`config.mk`:
```
export PLATFORM = sky130hd
export DESIGN_NAME = ccx_top
export DESIGN_NICKNAME = d
export VERILOG_FILES = /design/src/rtl/ccx_pkg.sv /design/src/rtl/ccx_top.sv
export SDC_FILE = /design/constraint.sdc
export NUM_CORES = 1
export LEC_CHECK = 0
export BUFFER_PORTS_ARGS = -buffer_cell sky130_fd_sc_hd__buf_2
export CELL_PAD_IN_SITES_DETAIL_PLACEMENT = 1
export CELL_PAD_IN_SITES_GLOBAL_PLACEMENT = 1
export CORE_UTILIZATION = 45
export DETAILED_ROUTE_END_ITERATION = 6
export HOLD_SLACK_MARGIN = 0.03
export MAX_ROUTING_LAYER = met4
export PLACE_DENSITY = 0.85
export SYNTH_ARGS = -nofsm -noshare
export SYNTH_HDL_FRONTEND = slang
export SYNTH_SLANG_ARGS = --single-unit
```
`constraint.sdc`:
```
create_clock -name clk_sys -period 2.9 [get_ports clk_sys]
set_input_delay 0.58 -clock clk_sys [delete_from_list [all_inputs] [get_ports clk_sys]]
set_output_delay 0.58 -clock clk_sys [all_outputs]
set_load 0.05 [all_outputs]
```
`src/rtl/ccx_pkg.sv`:
```
// Functional notes
// - aux timer counts 0000h to ffffh, wraps
// - wrap latches overflow flag, flags-two bit 1
// - overflow request only while enable bit set
// - unit one special-event match clears timer
// - special-event clear never sets overflow flag
// - timer write beats coincident special-event clear
// - unit one value is timer period there
// - secondary oscillator runs only while enabled
// - one 16-bit value per unit, mode-dependent
// - unit two identical, no special-event clear
// - control bits 7-6 read as zero
// - PWM duty is 10 bits, low two from control
// - mode 0000 disables, resets unit state
// - mode 0010 toggles pin, sets match flag
// - capture on fall, rise, 4th, 16th rise
// - modes 1000/1001 preset pin, force on match
// - mode 1010 only flags, pin untouched
// - mode 1011 flags and pulses special event
package ccx_pkg;

    localparam int CCX_UNITS = 2;
    localparam int CCX_ADR_W = 8;

    // ------------------------------------------------------------------
    // register byte offsets
    // ------------------------------------------------------------------
    localparam logic [7:0] CCX_OFS_FLAGS2  = 8'h00;
    localparam logic [7:0] CCX_OFS_ENA2    = 8'h04;
    localparam logic [7:0] CCX_OFS_PRIO2   = 8'h08;
    localparam logic [7:0] CCX_OFS_CNT_LO  = 8'h0c;
    localparam logic [7:0] CCX_OFS_CNT_HI  = 8'h10;
    localparam logic [7:0] CCX_OFS_T1CTL   = 8'h14;
    localparam logic [7:0] CCX_OFS_AUXCTL  = 8'h18;
    localparam logic [7:0] CCX_OFS_U1CTL   = 8'h1c;
    localparam logic [7:0] CCX_OFS_U1VLO   = 8'h20;
    localparam logic [7:0] CCX_OFS_U1VHI   = 8'h24;
    localparam logic [7:0] CCX_OFS_U2CTL   = 8'h28;
    localparam logic [7:0] CCX_OFS_U2VLO   = 8'h2c;
    localparam logic [7:0] CCX_OFS_U2VHI   = 8'h30;
    localparam logic [7:0] CCX_OFS_U1STAT  = 8'h34;

    // ------------------------------------------------------------------
    // reset values and implemented-bit masks
    // ------------------------------------------------------------------
    localparam logic [7:0]  CCX_FLAGS2_RST = 8'h00;
    localparam logic [7:0]  CCX_ENA2_RST   = 8'h00;
    localparam logic [7:0]  CCX_PRIO2_RST  = 8'h1f;
    localparam logic [7:0]  CCX_T1CTL_RST  = 8'h00;
    localparam logic [7:0]  CCX_AUXCTL_RST = 8'h00;
    localparam logic [15:0] CCX_CNT_RST    = 16'h0000;
    localparam logic [15:0] CCX_VAL_RST    = 16'h0000;
    localparam logic [15:0] CCX_CNT_MAX    = 16'hffff;
    localparam logic [7:0]  CCX_IRQ5_MASK  = 8'h1f;
    localparam logic [7:0]  CCX_T1CTL_MASK = 8'hbf;

    // ------------------------------------------------------------------
    // field positions
    // ------------------------------------------------------------------
    localparam int CCX_OVF_BIT    = 1;
    localparam int CCX_U2FLAG_BIT = 0;
    localparam int CCX_U1FLAG_BIT = 0;
    localparam int CCX_OSCEN_BIT  = 3;
    localparam int CCX_AUXON_BIT  = 0;
    localparam int CCX_AUXEXT_BIT = 1;
    localparam int CCX_AUXPS_LSB  = 4;

    // capture prescale terminal counts
    localparam logic [3:0] CCX_CAP_LIM4  = 4'h3;
    localparam logic [3:0] CCX_CAP_LIM16 = 4'hf;

    typedef enum logic [3:0] {
        CCX_M_OFF      = 4'b0000,
        CCX_M_RSV1     = 4'b0001,
        CCX_M_TOGGLE   = 4'b0010,
        CCX_M_RSV3     = 4'b0011,
        CCX_M_CAP_FALL = 4'b0100,
        CCX_M_CAP_RISE = 4'b0101,
        CCX_M_CAP_R4   = 4'b0110,
        CCX_M_CAP_R16  = 4'b0111,
        CCX_M_CMP_HI   = 4'b1000,
        CCX_M_CMP_LO   = 4'b1001,
        CCX_M_CMP_SOFT = 4'b1010,
        CCX_M_CMP_SPEC = 4'b1011,
        CCX_M_PWM0     = 4'b1100,
        CCX_M_PWM1     = 4'b1101,
        CCX_M_PWM2     = 4'b1110,
        CCX_M_PWM3     = 4'b1111
    } ccx_mode_e;

    typedef struct packed {
        logic [1:0] dutyLow;
        ccx_mode_e  mode;
    } ccx_unit_ctl_s;

    localparam ccx_unit_ctl_s CCX_CTL_RST = '{dutyLow: 2'h0, mode: CCX_M_OFF};

endpackage : ccx_pkg

```
`src/rtl/ccx_top.sv`:
```
`timescale 1ns/1ps
module ccx_top
    import ccx_pkg::*;
(
    input  wire logic                  clk_sys,
    input  wire logic                  rst,
    // classic wishbone slave
    input  wire logic                  wb_cyc_i,
    input  wire logic                  wb_stb_i,
    input  wire logic                  wb_we_i,
    input  wire logic [CCX_ADR_W-1:0]  wb_adr_i,
    input  wire logic [3:0]            wb_sel_i,
    input  wire logic [31:0]           wb_dat_i,
    output logic      [31:0]           wb_dat_o,
    output logic                       wb_ack_o,
    // pins
    input  wire logic                  extClkPin,
    input  wire logic [CCX_UNITS-1:0]  unitPinIn,
    output logic      [CCX_UNITS-1:0]  unitPinOut,
    output logic      [CCX_UNITS-1:0]  unitPinOe,
    // system side
    output logic                       auxTimerIrq,
    output logic                       secondaryOscRun,
    output logic                       specialEventPulse
);

    // ------------------------------------------------------------------
    // state
    // ------------------------------------------------------------------
    logic [7:0]          flagsTwo;
    logic [7:0]          enablesTwo;
    logic [7:0]          priorityTwo;
    logic [7:0]          firstTimerCtl;
    logic [7:0]          auxCtl;
    logic [15:0]         auxCount;
    logic [2:0]          preCount;
    logic                unitOneFlag;
    ccx_unit_ctl_s       unitCtl   [CCX_UNITS];
    logic [15:0]         unitVal   [CCX_UNITS];
    logic [3:0]          capCount  [CCX_UNITS];
    logic [CCX_UNITS-1:0] pinMeta;
    logic [CCX_UNITS-1:0] pinSync;
    logic [CCX_UNITS-1:0] pinPrev;
    logic                extMeta;
    logic                extSync;
    logic                extPrev;

    // ------------------------------------------------------------------
    // bus decode
    // ------------------------------------------------------------------
    logic                accept;
    logic                wrEn;
    logic [7:0]          wrByte;
    logic [7:0]          wordAdr;

    // access taken on the first cycle of a strobe, answered next cycle
    assign accept  = wb_cyc_i & wb_stb_i & ~wb_ack_o;
    assign wrEn    = accept & wb_we_i & wb_sel_i[0];
    assign wrByte  = wb_dat_i[7:0];
    assign wordAdr = {wb_adr_i[CCX_ADR_W-1:2], 2'b00};

    logic wrFlags2;
    logic wrEna2;
    logic wrPrio2;
    logic wrCntLo;
    logic wrCntHi;
    logic wrT1;
    logic wrAux;
    logic wrU1Stat;
    logic [CCX_UNITS-1:0] wrCtl;
    logic [CCX_UNITS-1:0] wrVLo;
    logic [CCX_UNITS-1:0] wrVHi;

    // per-register write strobes
    assign wrFlags2 = wrEn & (wordAdr == CCX_OFS_FLAGS2);
    assign wrEna2   = wrEn & (wordAdr == CCX_OFS_ENA2);
    assign wrPrio2  = wrEn & (wordAdr == CCX_OFS_PRIO2);
    assign wrCntLo  = wrEn & (wordAdr == CCX_OFS_CNT_LO);
    assign wrCntHi  = wrEn & (wordAdr == CCX_OFS_CNT_HI);
    assign wrT1     = wrEn & (wordAdr == CCX_OFS_T1CTL);
    assign wrAux    = wrEn & (wordAdr == CCX_OFS_AUXCTL);
    assign wrU1Stat = wrEn & (wordAdr == CCX_OFS_U1STAT);
    assign wrCtl    = {wrEn & (wordAdr == CCX_OFS_U2CTL), wrEn & (wordAdr == CCX_OFS_U1CTL)};
    assign wrVLo    = {wrEn & (wordAdr == CCX_OFS_U2VLO), wrEn & (wordAdr == CCX_OFS_U1VLO)};
    assign wrVHi    = {wrEn & (wordAdr == CCX_OFS_U2VHI), wrEn & (wordAdr == CCX_OFS_U1VHI)};

    // ------------------------------------------------------------------
    // pin synchronisers
    // ------------------------------------------------------------------
    // the second and third stages feed edge detection
    always_ff @(posedge clk_sys) begin
        if (rst) begin
            pinMeta <= '0;
            pinSync <= '0;
            pinPrev <= '0;
            extMeta <= 1'b0;
            extSync <= 1'b0;
            extPrev <= 1'b0;
        end else begin
            pinMeta <= unitPinIn;
            pinSync <= pinMeta;
            pinPrev <= pinSync;
            extMeta <= extClkPin;
            extSync <= extMeta;
            extPrev <= extSync;
        end
    end

    // ------------------------------------------------------------------
    // aux timer increment enable
    // ------------------------------------------------------------------
    logic       auxOn;
    logic       srcEvent;
    logic [2:0] preLimit;
    logic       tick;

    // external source counts sampled rising edges; async mode is treated
    // as synchronised, so the special-event clear always works here
    assign auxOn    = auxCtl[CCX_AUXON_BIT];
    assign srcEvent = auxCtl[CCX_AUXEXT_BIT] ? (extSync & ~extPrev) : 1'b1;
    assign preLimit = 3'((4'h1 << auxCtl[CCX_AUXPS_LSB +: 2]) - 4'h1);
    assign tick     = auxOn & srcEvent & (preCount == preLimit);

    // prescaler 1:1, 1:2, 1:4, 1:8
    always_ff @(posedge clk_sys) begin
        if (rst) begin
            preCount <= 3'h0;
        end else if (!auxOn || wrAux) begin
            preCount <= 3'h0;
        end else if (srcEvent) begin
            preCount <= (preCount == preLimit) ? 3'h0 : 3'(preCount + 3'h1);
        end
    end

    // ------------------------------------------------------------------
    // compare match and special event
    // ------------------------------------------------------------------
    logic [CCX_UNITS-1:0] match;
    logic                 specialClear;
    logic                 cntWrite;
    logic                 wrapEvent;

    // match sampled only on an increment, count equal to value
    always_comb begin
        for (int i = 0; i < CCX_UNITS; i++) begin
            match[i] = tick & (auxCount == unitVal[i]);
        end
    end

    // only unit one may clear the timer
    assign specialClear = match[0] & (unitCtl[0].mode == CCX_M_CMP_SPEC);
    assign cntWrite     = wrCntLo | wrCntHi;
    // a clear or a write is never a wrap
    assign wrapEvent    = tick & (auxCount == CCX_CNT_MAX) & ~specialClear & ~cntWrite;

    // ------------------------------------------------------------------
    // aux timer count pair
    // ------------------------------------------------------------------
    // write wins over clear and increment clear makes value the
    // period, counting 0..value then 0 again
    always_ff @(posedge clk_sys) begin
        if (rst) begin
            auxCount <= CCX_CNT_RST;
        end else if (cntWrite) begin
            if (wrCntLo) begin
                auxCount[7:0] <= wrByte;
            end
            if (wrCntHi) begin
                auxCount[15:8] <= wrByte;
            end
        end else if (specialClear) begin
            auxCount <= CCX_CNT_RST;
        end else if (tick) begin
            auxCount <= 16'(auxCount + 16'h0001);
        end
    end

    // ------------------------------------------------------------------
    // unit event flags
    // ------------------------------------------------------------------
    logic [CCX_UNITS-1:0] capEvent;
    logic [CCX_UNITS-1:0] unitEvent;
    logic [7:0]           flagSet;

    // a flag is set by capture or by match in any compare mode
    always_comb begin
        for (int i = 0; i < CCX_UNITS; i++) begin
            unitEvent[i] = capEvent[i];
            case (unitCtl[i].mode)
                CCX_M_TOGGLE,
                CCX_M_CMP_HI,
                CCX_M_CMP_LO,
                CCX_M_CMP_SOFT,
                CCX_M_CMP_SPEC:
                    unitEvent[i] = match[i];
                default:
                    unitEvent[i] = capEvent[i];
            endcase
        end
        flagSet = 8'h00;
        flagSet[CCX_OVF_BIT]    = wrapEvent;
        flagSet[CCX_U2FLAG_BIT] = unitEvent[1];
    end

    // set wins over a software clear in the same cycle
    always_ff @(posedge clk_sys) begin
        if (rst) begin
            flagsTwo    <= CCX_FLAGS2_RST;
            unitOneFlag <= 1'b0;
        end else begin
            if (wrFlags2) begin
                flagsTwo <= (wrByte & CCX_IRQ5_MASK) | flagSet;
            end else begin
                flagsTwo <= flagsTwo | flagSet;
            end
            if (wrU1Stat) begin
                unitOneFlag <= wrByte[CCX_U1FLAG_BIT] | unitEvent[0];
            end else begin
                unitOneFlag <= unitOneFlag | unitEvent[0];
            end
        end
    end

    // ------------------------------------------------------------------
    // plain control registers
    // ------------------------------------------------------------------
    always_ff @(posedge clk_sys) begin
        if (rst) begin
            enablesTwo    <= CCX_ENA2_RST;
            priorityTwo   <= CCX_PRIO2_RST;
            firstTimerCtl <= CCX_T1CTL_RST;
            auxCtl        <= CCX_AUXCTL_RST;
        end else begin
            if (wrEna2) begin
                enablesTwo <= wrByte & CCX_IRQ5_MASK;
            end
            if (wrPrio2) begin
                priorityTwo <= wrByte & CCX_IRQ5_MASK;
            end
            if (wrT1) begin
                firstTimerCtl <= wrByte & CCX_T1CTL_MASK;
            end
            if (wrAux) begin
                auxCtl <= wrByte;
            end
        end
    end

    // ------------------------------------------------------------------
    // capture/compare units
    // ------------------------------------------------------------------
    logic [CCX_UNITS-1:0] rise;
    logic [CCX_UNITS-1:0] fall;

    assign rise = pinSync & ~pinPrev;
    assign fall = ~pinSync & pinPrev;

    // capture qualification per mode
    always_comb begin
        for (int i = 0; i < CCX_UNITS; i++) begin
            case (unitCtl[i].mode)
                CCX_M_CAP_FALL: capEvent[i] = fall[i];
                CCX_M_CAP_RISE: capEvent[i] = rise[i];
                CCX_M_CAP_R4:   capEvent[i] = rise[i] & (capCount[i] == CCX_CAP_LIM4);
                CCX_M_CAP_R16:  capEvent[i] = rise[i] & (capCount[i] == CCX_CAP_LIM16);
                default:        capEvent[i] = 1'b0;
            endcase
        end
    end

    // control, bits 7-6 not stored capture prescaler restarts on
    // any control write and in mode 0000
    always_ff @(posedge clk_sys) begin
        if (rst) begin
            for (int i = 0; i < CCX_UNITS; i++) begin
                unitCtl[i]  <= CCX_CTL_RST;
                capCount[i] <= 4'h0;
            end
        end else begin
            for (int i = 0; i < CCX_UNITS; i++) begin
                if (wrCtl[i]) begin
                    unitCtl[i]  <= ccx_unit_ctl_s'(wrByte[5:0]);
                    capCount[i] <= 4'h0;
                end else if (unitCtl[i].mode == CCX_M_OFF) begin
                    capCount[i] <= 4'h0;
                end else if (rise[i] && unitCtl[i].mode == CCX_M_CAP_R4) begin
                    capCount[i] <= (capCount[i] == CCX_CAP_LIM4) ? 4'h0 : 4'(capCount[i] + 4'h1);
                end else if (rise[i] && unitCtl[i].mode == CCX_M_CAP_R16) begin
                    capCount[i] <= 4'(capCount[i] + 4'h1);
                end
            end
        end
    end

    // value pair: capture target, compare value or duty a capture
    // beats a software write of the same cycle
    always_ff @(posedge clk_sys) begin
        if (rst) begin
            for (int i = 0; i < CCX_UNITS; i++) begin
                unitVal[i] <= CCX_VAL_RST;
            end
        end else begin
            for (int i = 0; i < CCX_UNITS; i++) begin
                if (capEvent[i]) begin
                    unitVal[i] <= auxCount;
                end else begin
                    if (wrVLo[i]) begin
                        unitVal[i][7:0] <= wrByte;
                    end
                    if (wrVHi[i]) begin
                        unitVal[i][15:8] <= wrByte;
                    end
                end
            end
        end
    end

    // ------------------------------------------------------------------
    // unit pin drive
    // ------------------------------------------------------------------
    logic [9:0] duty [CCX_UNITS];

    // ten-bit duty: byte above, two control bits below
    always_comb begin
        for (int i = 0; i < CCX_UNITS; i++) begin
            duty[i] = {unitVal[i][7:0], unitCtl[i].dutyLow};
        end
    end

    // setup level on a control write, then per-mode match action; PWM
    // ramps on the low ten timer bits since no period timer lives here
    always_ff @(posedge clk_sys) begin
        if (rst) begin
            unitPinOut <= '0;
            unitPinOe  <= '0;
        end else begin
            for (int i = 0; i < CCX_UNITS; i++) begin
                if (wrCtl[i]) begin
                    case (wrByte[3:0])
                        CCX_M_CMP_HI: unitPinOut[i] <= 1'b0;
                        CCX_M_CMP_LO: unitPinOut[i] <= 1'b1;
                        CCX_M_OFF:    unitPinOut[i] <= 1'b0;
                        default:      unitPinOut[i] <= unitPinOut[i];
                    endcase
                end else begin
                    case (unitCtl[i].mode)
                        CCX_M_TOGGLE: if (match[i]) unitPinOut[i] <= ~unitPinOut[i];
                        CCX_M_CMP_HI: if (match[i]) unitPinOut[i] <= 1'b1;
                        CCX_M_CMP_LO: if (match[i]) unitPinOut[i] <= 1'b0;
                        CCX_M_PWM0, CCX_M_PWM1, CCX_M_PWM2, CCX_M_PWM3:
                            unitPinOut[i] <= (auxCount[9:0] < duty[i]);
                        default:      unitPinOut[i] <= unitPinOut[i];
                    endcase
                end
                case (unitCtl[i].mode)
                    CCX_M_TOGGLE, CCX_M_CMP_HI, CCX_M_CMP_LO,
                    CCX_M_CMP_SOFT, CCX_M_CMP_SPEC,
                    CCX_M_PWM0, CCX_M_PWM1, CCX_M_PWM2, CCX_M_PWM3:
                        unitPinOe[i] <= 1'b1;
                    default:
                        unitPinOe[i] <= 1'b0;
                endcase
            end
        end
    end

    // ------------------------------------------------------------------
    // system outputs
    // ------------------------------------------------------------------
    // request gated by enable oscillator follows its enable
    // special event pulse one cycle after the match
    always_ff @(posedge clk_sys) begin
        if (rst) begin
            auxTimerIrq       <= 1'b0;
            secondaryOscRun   <= 1'b0;
            specialEventPulse <= 1'b0;
        end else begin
            auxTimerIrq       <= flagsTwo[CCX_OVF_BIT] & enablesTwo[CCX_OVF_BIT];
            secondaryOscRun   <= firstTimerCtl[CCX_OSCEN_BIT];
            specialEventPulse <= specialClear;
        end
    end

    // ------------------------------------------------------------------
    // read path
    // ------------------------------------------------------------------
    logic [7:0] rdByte;

    // unmapped words read zero
    always_comb begin
        case (wordAdr)
            CCX_OFS_FLAGS2: rdByte = flagsTwo;
            CCX_OFS_ENA2:   rdByte = enablesTwo;
            CCX_OFS_PRIO2:  rdByte = priorityTwo;
            CCX_OFS_CNT_LO: rdByte = auxCount[7:0];
            CCX_OFS_CNT_HI: rdByte = auxCount[15:8];
            CCX_OFS_T1CTL:  rdByte = firstTimerCtl;
            CCX_OFS_AUXCTL: rdByte = auxCtl;
            CCX_OFS_U1CTL:  rdByte = {2'b00, unitCtl[0]};
            CCX_OFS_U1VLO:  rdByte = unitVal[0][7:0];
            CCX_OFS_U1VHI:  rdByte = unitVal[0][15:8];
            CCX_OFS_U2CTL:  rdByte = {2'b00, unitCtl[1]};
            CCX_OFS_U2VLO:  rdByte = unitVal[1][7:0];
            CCX_OFS_U2VHI:  rdByte = unitVal[1][15:8];
            CCX_OFS_U1STAT: rdByte = {7'h00, unitOneFlag};
            default:        rdByte = 8'h00;
        endcase
    end

    // single-cycle ack, data registered alongside it
    always_ff @(posedge clk_sys) begin
        if (rst) begin
            wb_ack_o <= 1'b0;
            wb_dat_o <= 32'h0000_0000;
        end else begin
            wb_ack_o <= accept;
            if (accept && !wb_we_i) begin
                wb_dat_o <= {24'h00_0000, rdByte};
            end
        end
    end

endmodule : ccx_top
```
==> impl_metrics.ini <==
[global_routing]
global_route.usage.met2_pct = 48.7
grt_usage_pct = 31.9
global_route.usage.met3_pct = 7.45
grt_pass1_vias = 7166
grt.busiest_layer = met2
grt_pass1_wl_um = 40700
global_route.usage.met1_pct = 40.0
antenna_violations_before_repair = 0
grt-ovfl-total = 0
maximum_number_of_pins_on_one_net_before_global_route_repair = 43

[detailed_routing]
ant_nets = 0
detail_route.first_pass.iterations = 5
finalWirelength_um = 25800
num_vias = 7143
drt_drc_violations_left = 0
drtIter0Drc = 749
routed_via_density = 6.14
routed_wire_length_per_instance_um = 22.1

[min_path]
min_from = unitPinIn[1]
hold_path_class = in2reg
worst_hold_path.num_cells = 2
min_delay_worst_endpoint = pinMeta[1]

[yosys]
number_of_unique_standard_cell_types_used_by_synthesis = 67
syn-cell-area_mm2 = 0.00753
synth_edf_count = 52
ys_warn_count = 0
synth_area_leaders = sky130_fd_sc_hd__edfxtp_1 (21%), sky130_fd_sc_hd__dfxtp_1 (20%), sky130_fd_sc_hd__mux2i_1 (5.1%), sky130_fd_sc_hd__nor2_1 (4.7%), sky130_fd_sc_hd__nand2_1 (4.0%)
synth_cells = 864
synth_area_leader_cell = sky130_fd_sc_hd__edfxtp_1
synth_sequential_area_ratio_pct = 40.7
ys_dominant_reg_cell = sky130_fd_sc_hd__dfxtp_1
mux_share_of_post_synthesis_cell_area_pct = 5.65
dominant_combinational_cell_family_by_area_after_synthesis = simple AND/OR/NAND/NOR gates
synthesis.area_per_instance_um2 = 8.71
yosys.area_share.adder_pct = 3.66
synth_seq_cells = 127
synth_compound_area_share_pct = 16.9
async_reset_ff_share_pct = 0
synthDominantCellAreaShare_pct = 20.7
synth-simple-area-share_pct = 21.5
synth_xor_xnor_area_share_pct = 4.19

[clocking]
cts_htree_levels = 4
worst_skew_pair.late_latency_ns = 0.43
cts_made_buffers = 17
clock_tree.buffer_depth = 2
postCtsHoldBufs = 0
clk_pin_slew_ns = 0.06
clk_root_buffer_cell = sky130_fd_sc_hd__clkbuf_16
cts.sink_count = 127
cts_tree = yes

[layout]
most-common-layout-cells = sky130_fd_sc_hd__nor2_1 (95), sky130_fd_sc_hd__nand2_1 (81), sky130_fd_sc_hd__dfxtp_1 (75), sky130_fd_sc_hd__buf_4 (72), sky130_fd_sc_hd__edfxtp_1 (52)
area_delta_synth_final_pct = 16.4
fillCellCount = 1937
layout.nets = 1009
most_frequent_standard_cell_in_the_layout_excluding_fill_and_tap_cells = sky130_fd_sc_hd__nor2_1
drive_gt1_share_pct = 16.7
insertedDiodeCount = 0

[timing]
post-route-min-period_ns = 2.58
period_share_pct = 89.1
slew-limit-headroom_pct = 55.1
setup_repair_after_global_routing_missed_its_margin = false
transition_time_of_the_tightest_slew_check_pin_ns = 0.667
setup_total_negative_slack_ns = 0
fin_skew_ns = 0.00857
max_clock_freq_mhz = 387
report.final.slew_viol_count = 0
hold_ws_ns = 0.371
finalHoldViolations = 0
finalSetupViolCount = 0

[worst_setup_path]
timing.critical_path.buf_inv = 1
crit_required_ns = 3.06
crit_chain = o41ai_1, o221ai_2, nand3_1, buf_4, mux2i_1, nor2_1
start_kind = register
crit_path_end_kind = register
arrival_ns = 2.75
worst_r2r_startpoint = unitCtl[0][0]
crit_path_top_delay_cell = sky130_fd_sc_hd__o41ai_1
rr_worst_depth = 6
r2r_end = unitVal[0][14]
worstPathMaxFanout = 9
timing.reg2reg.setup_slack_ns = 0.32
path_delay_family = compound AO/OA/AOI/OAI gates
critPathMaxStageDelay_ns = 0.63
worst_setup_path_class = reg2reg

[placed_design]
io_port_bufs = 38
gp_routability_congestion = 0.983
dp_hpwl_um = 19000

[power_and_ir_drop]
leakagePower_nw = 3.48
pwr_density_mw_per_mm2 = 493
irDropWorstVdd_uv = 422
post-layout-total-power_w = 0.00432

[floorplan]
fp.dieW_um = 131
floorplan.initialDensity_pct = 46.7
placement_rows = 46
core_area_mm2 = 0.0161
io_pins = 92
floorplan.die_area_mm2 = 0.0173
die_height_um = 131

[run_status]
result_of_the_run = complete, no violations

[flow_run]
max-cap-violations = 0
==> final cells by class <==
class	instances	area [µm²]	area share [%]
multi-input combinational	641	4010	45.8
sequential	127	3060	35.0
timing repair buffer	110	731	8.34
clock buffer	21	454	5.18
tap	216	270	3.08
inverter	38	143	1.63
clock inverter	11	91.3	1.04
==> sequential cells by signal, indices dropped and copies added, names as in the netlist, 2 cells and up <==
register,count
priorityTwo,5
unitCtl,12
wb_dat_o,8
unitPinOe,2
unitPinOut,2
unitVal,32
capCount,8
auxCtl,8
firstTimerCtl,7
auxCount,16
flagsTwo,5
pinMeta,2
enablesTwo,5
pinSync,2
pinPrev,2
preCount,3
==> metal layers <==
layer / share of wire [%] / up-vias / wire (µm)
li1: - / 3196 / -
met1: 42 / 3572 / 10800
met2: 47 / 303 / 12000
met3: 7.2 / 72 / 1860
met4: 4.2 / 0 / 1090
met5: 0 / - / 0
==> worst max path at each step <==
stage	from	to	slack, ns	depth (start not counted)
4_1_cts	unitVal[0][5]	auxCount[4]	0.02	8
2_1_floorplan	wb_adr_i[3]	auxCount[3]	0.37	9
3_3_place_gp	auxCtl[4]	auxCount[6]	0.11	8
6_report	unitCtl[0][0]	unitVal[0][14]	0.32	6
3_5_place_dp	unitVal[0][5]	auxCount[5]	0.05	8
5_1_grt	unitCtl[0][0]	unitVal[0][14]	0.14	6
==> Yosys cell counts, drive strengths merged (4+ instances only) <==
master,count
o32ai,4
o21a,6
and2,10
o21ai,45
o41ai,4
dfxtp,75
a222oi,5
or2,4
clkbuf,45
nand2b,11
xnor2,21
nand3b,5
mux2,4
nand3,40
or4,6
xor2,15
inv,38
nor2,95
nand2,81
a31oi,6
nor3b,4
a22oi,30
nor3,18
mux2i,38
nor4b,4
a221oi,9
ha,22
nand4,10
nor4,9
and3,8
a211o,6
nor2b,23
buf,36
a21oi,33
edfxtp,52
a211oi,7
==> kinds of logic after synthesis <==
kind of cell | count (synthesis)
simple gates | 332
compound gates | 185
flops | 127
buf+inv | 119
mux | 42
xor+xnor | 36
fa+ha+maj | 22
other cells | 1
==> what timing repair did <==
| action | in CTS | in global routing |
|---|---|---|
| buffers inserted | 0 | 4 |
| resized for setup | 0 | 2 |
| hold endpoints to repair | 0 | 0 |
| setup endpoints to repair | 0 | 18 |
==> metrics by stage <==
step                      cells  instance area, µm²  setup WS [ns]  utilization (%)
final                      1164                8760          0.315             54.4
after global routing       1164                8760          0.141             54.4
after CTS                  1160                8720         0.0240             54.1
after detailed placement   1128                8180         0.0480             50.7
after global placement     1128                8180          0.107             50.7
after floorplan             887                7610          0.367                -
==> report_power, final <==
group	internal, W	leakage [nW]	switching (W)
clock network	0.00120	0.274	0.000809
registers	0.00190	1.14	0.0000451
logic	0.0000964	2.07	0.000273
Note: power is estimated with default switching activity, not from simulation.
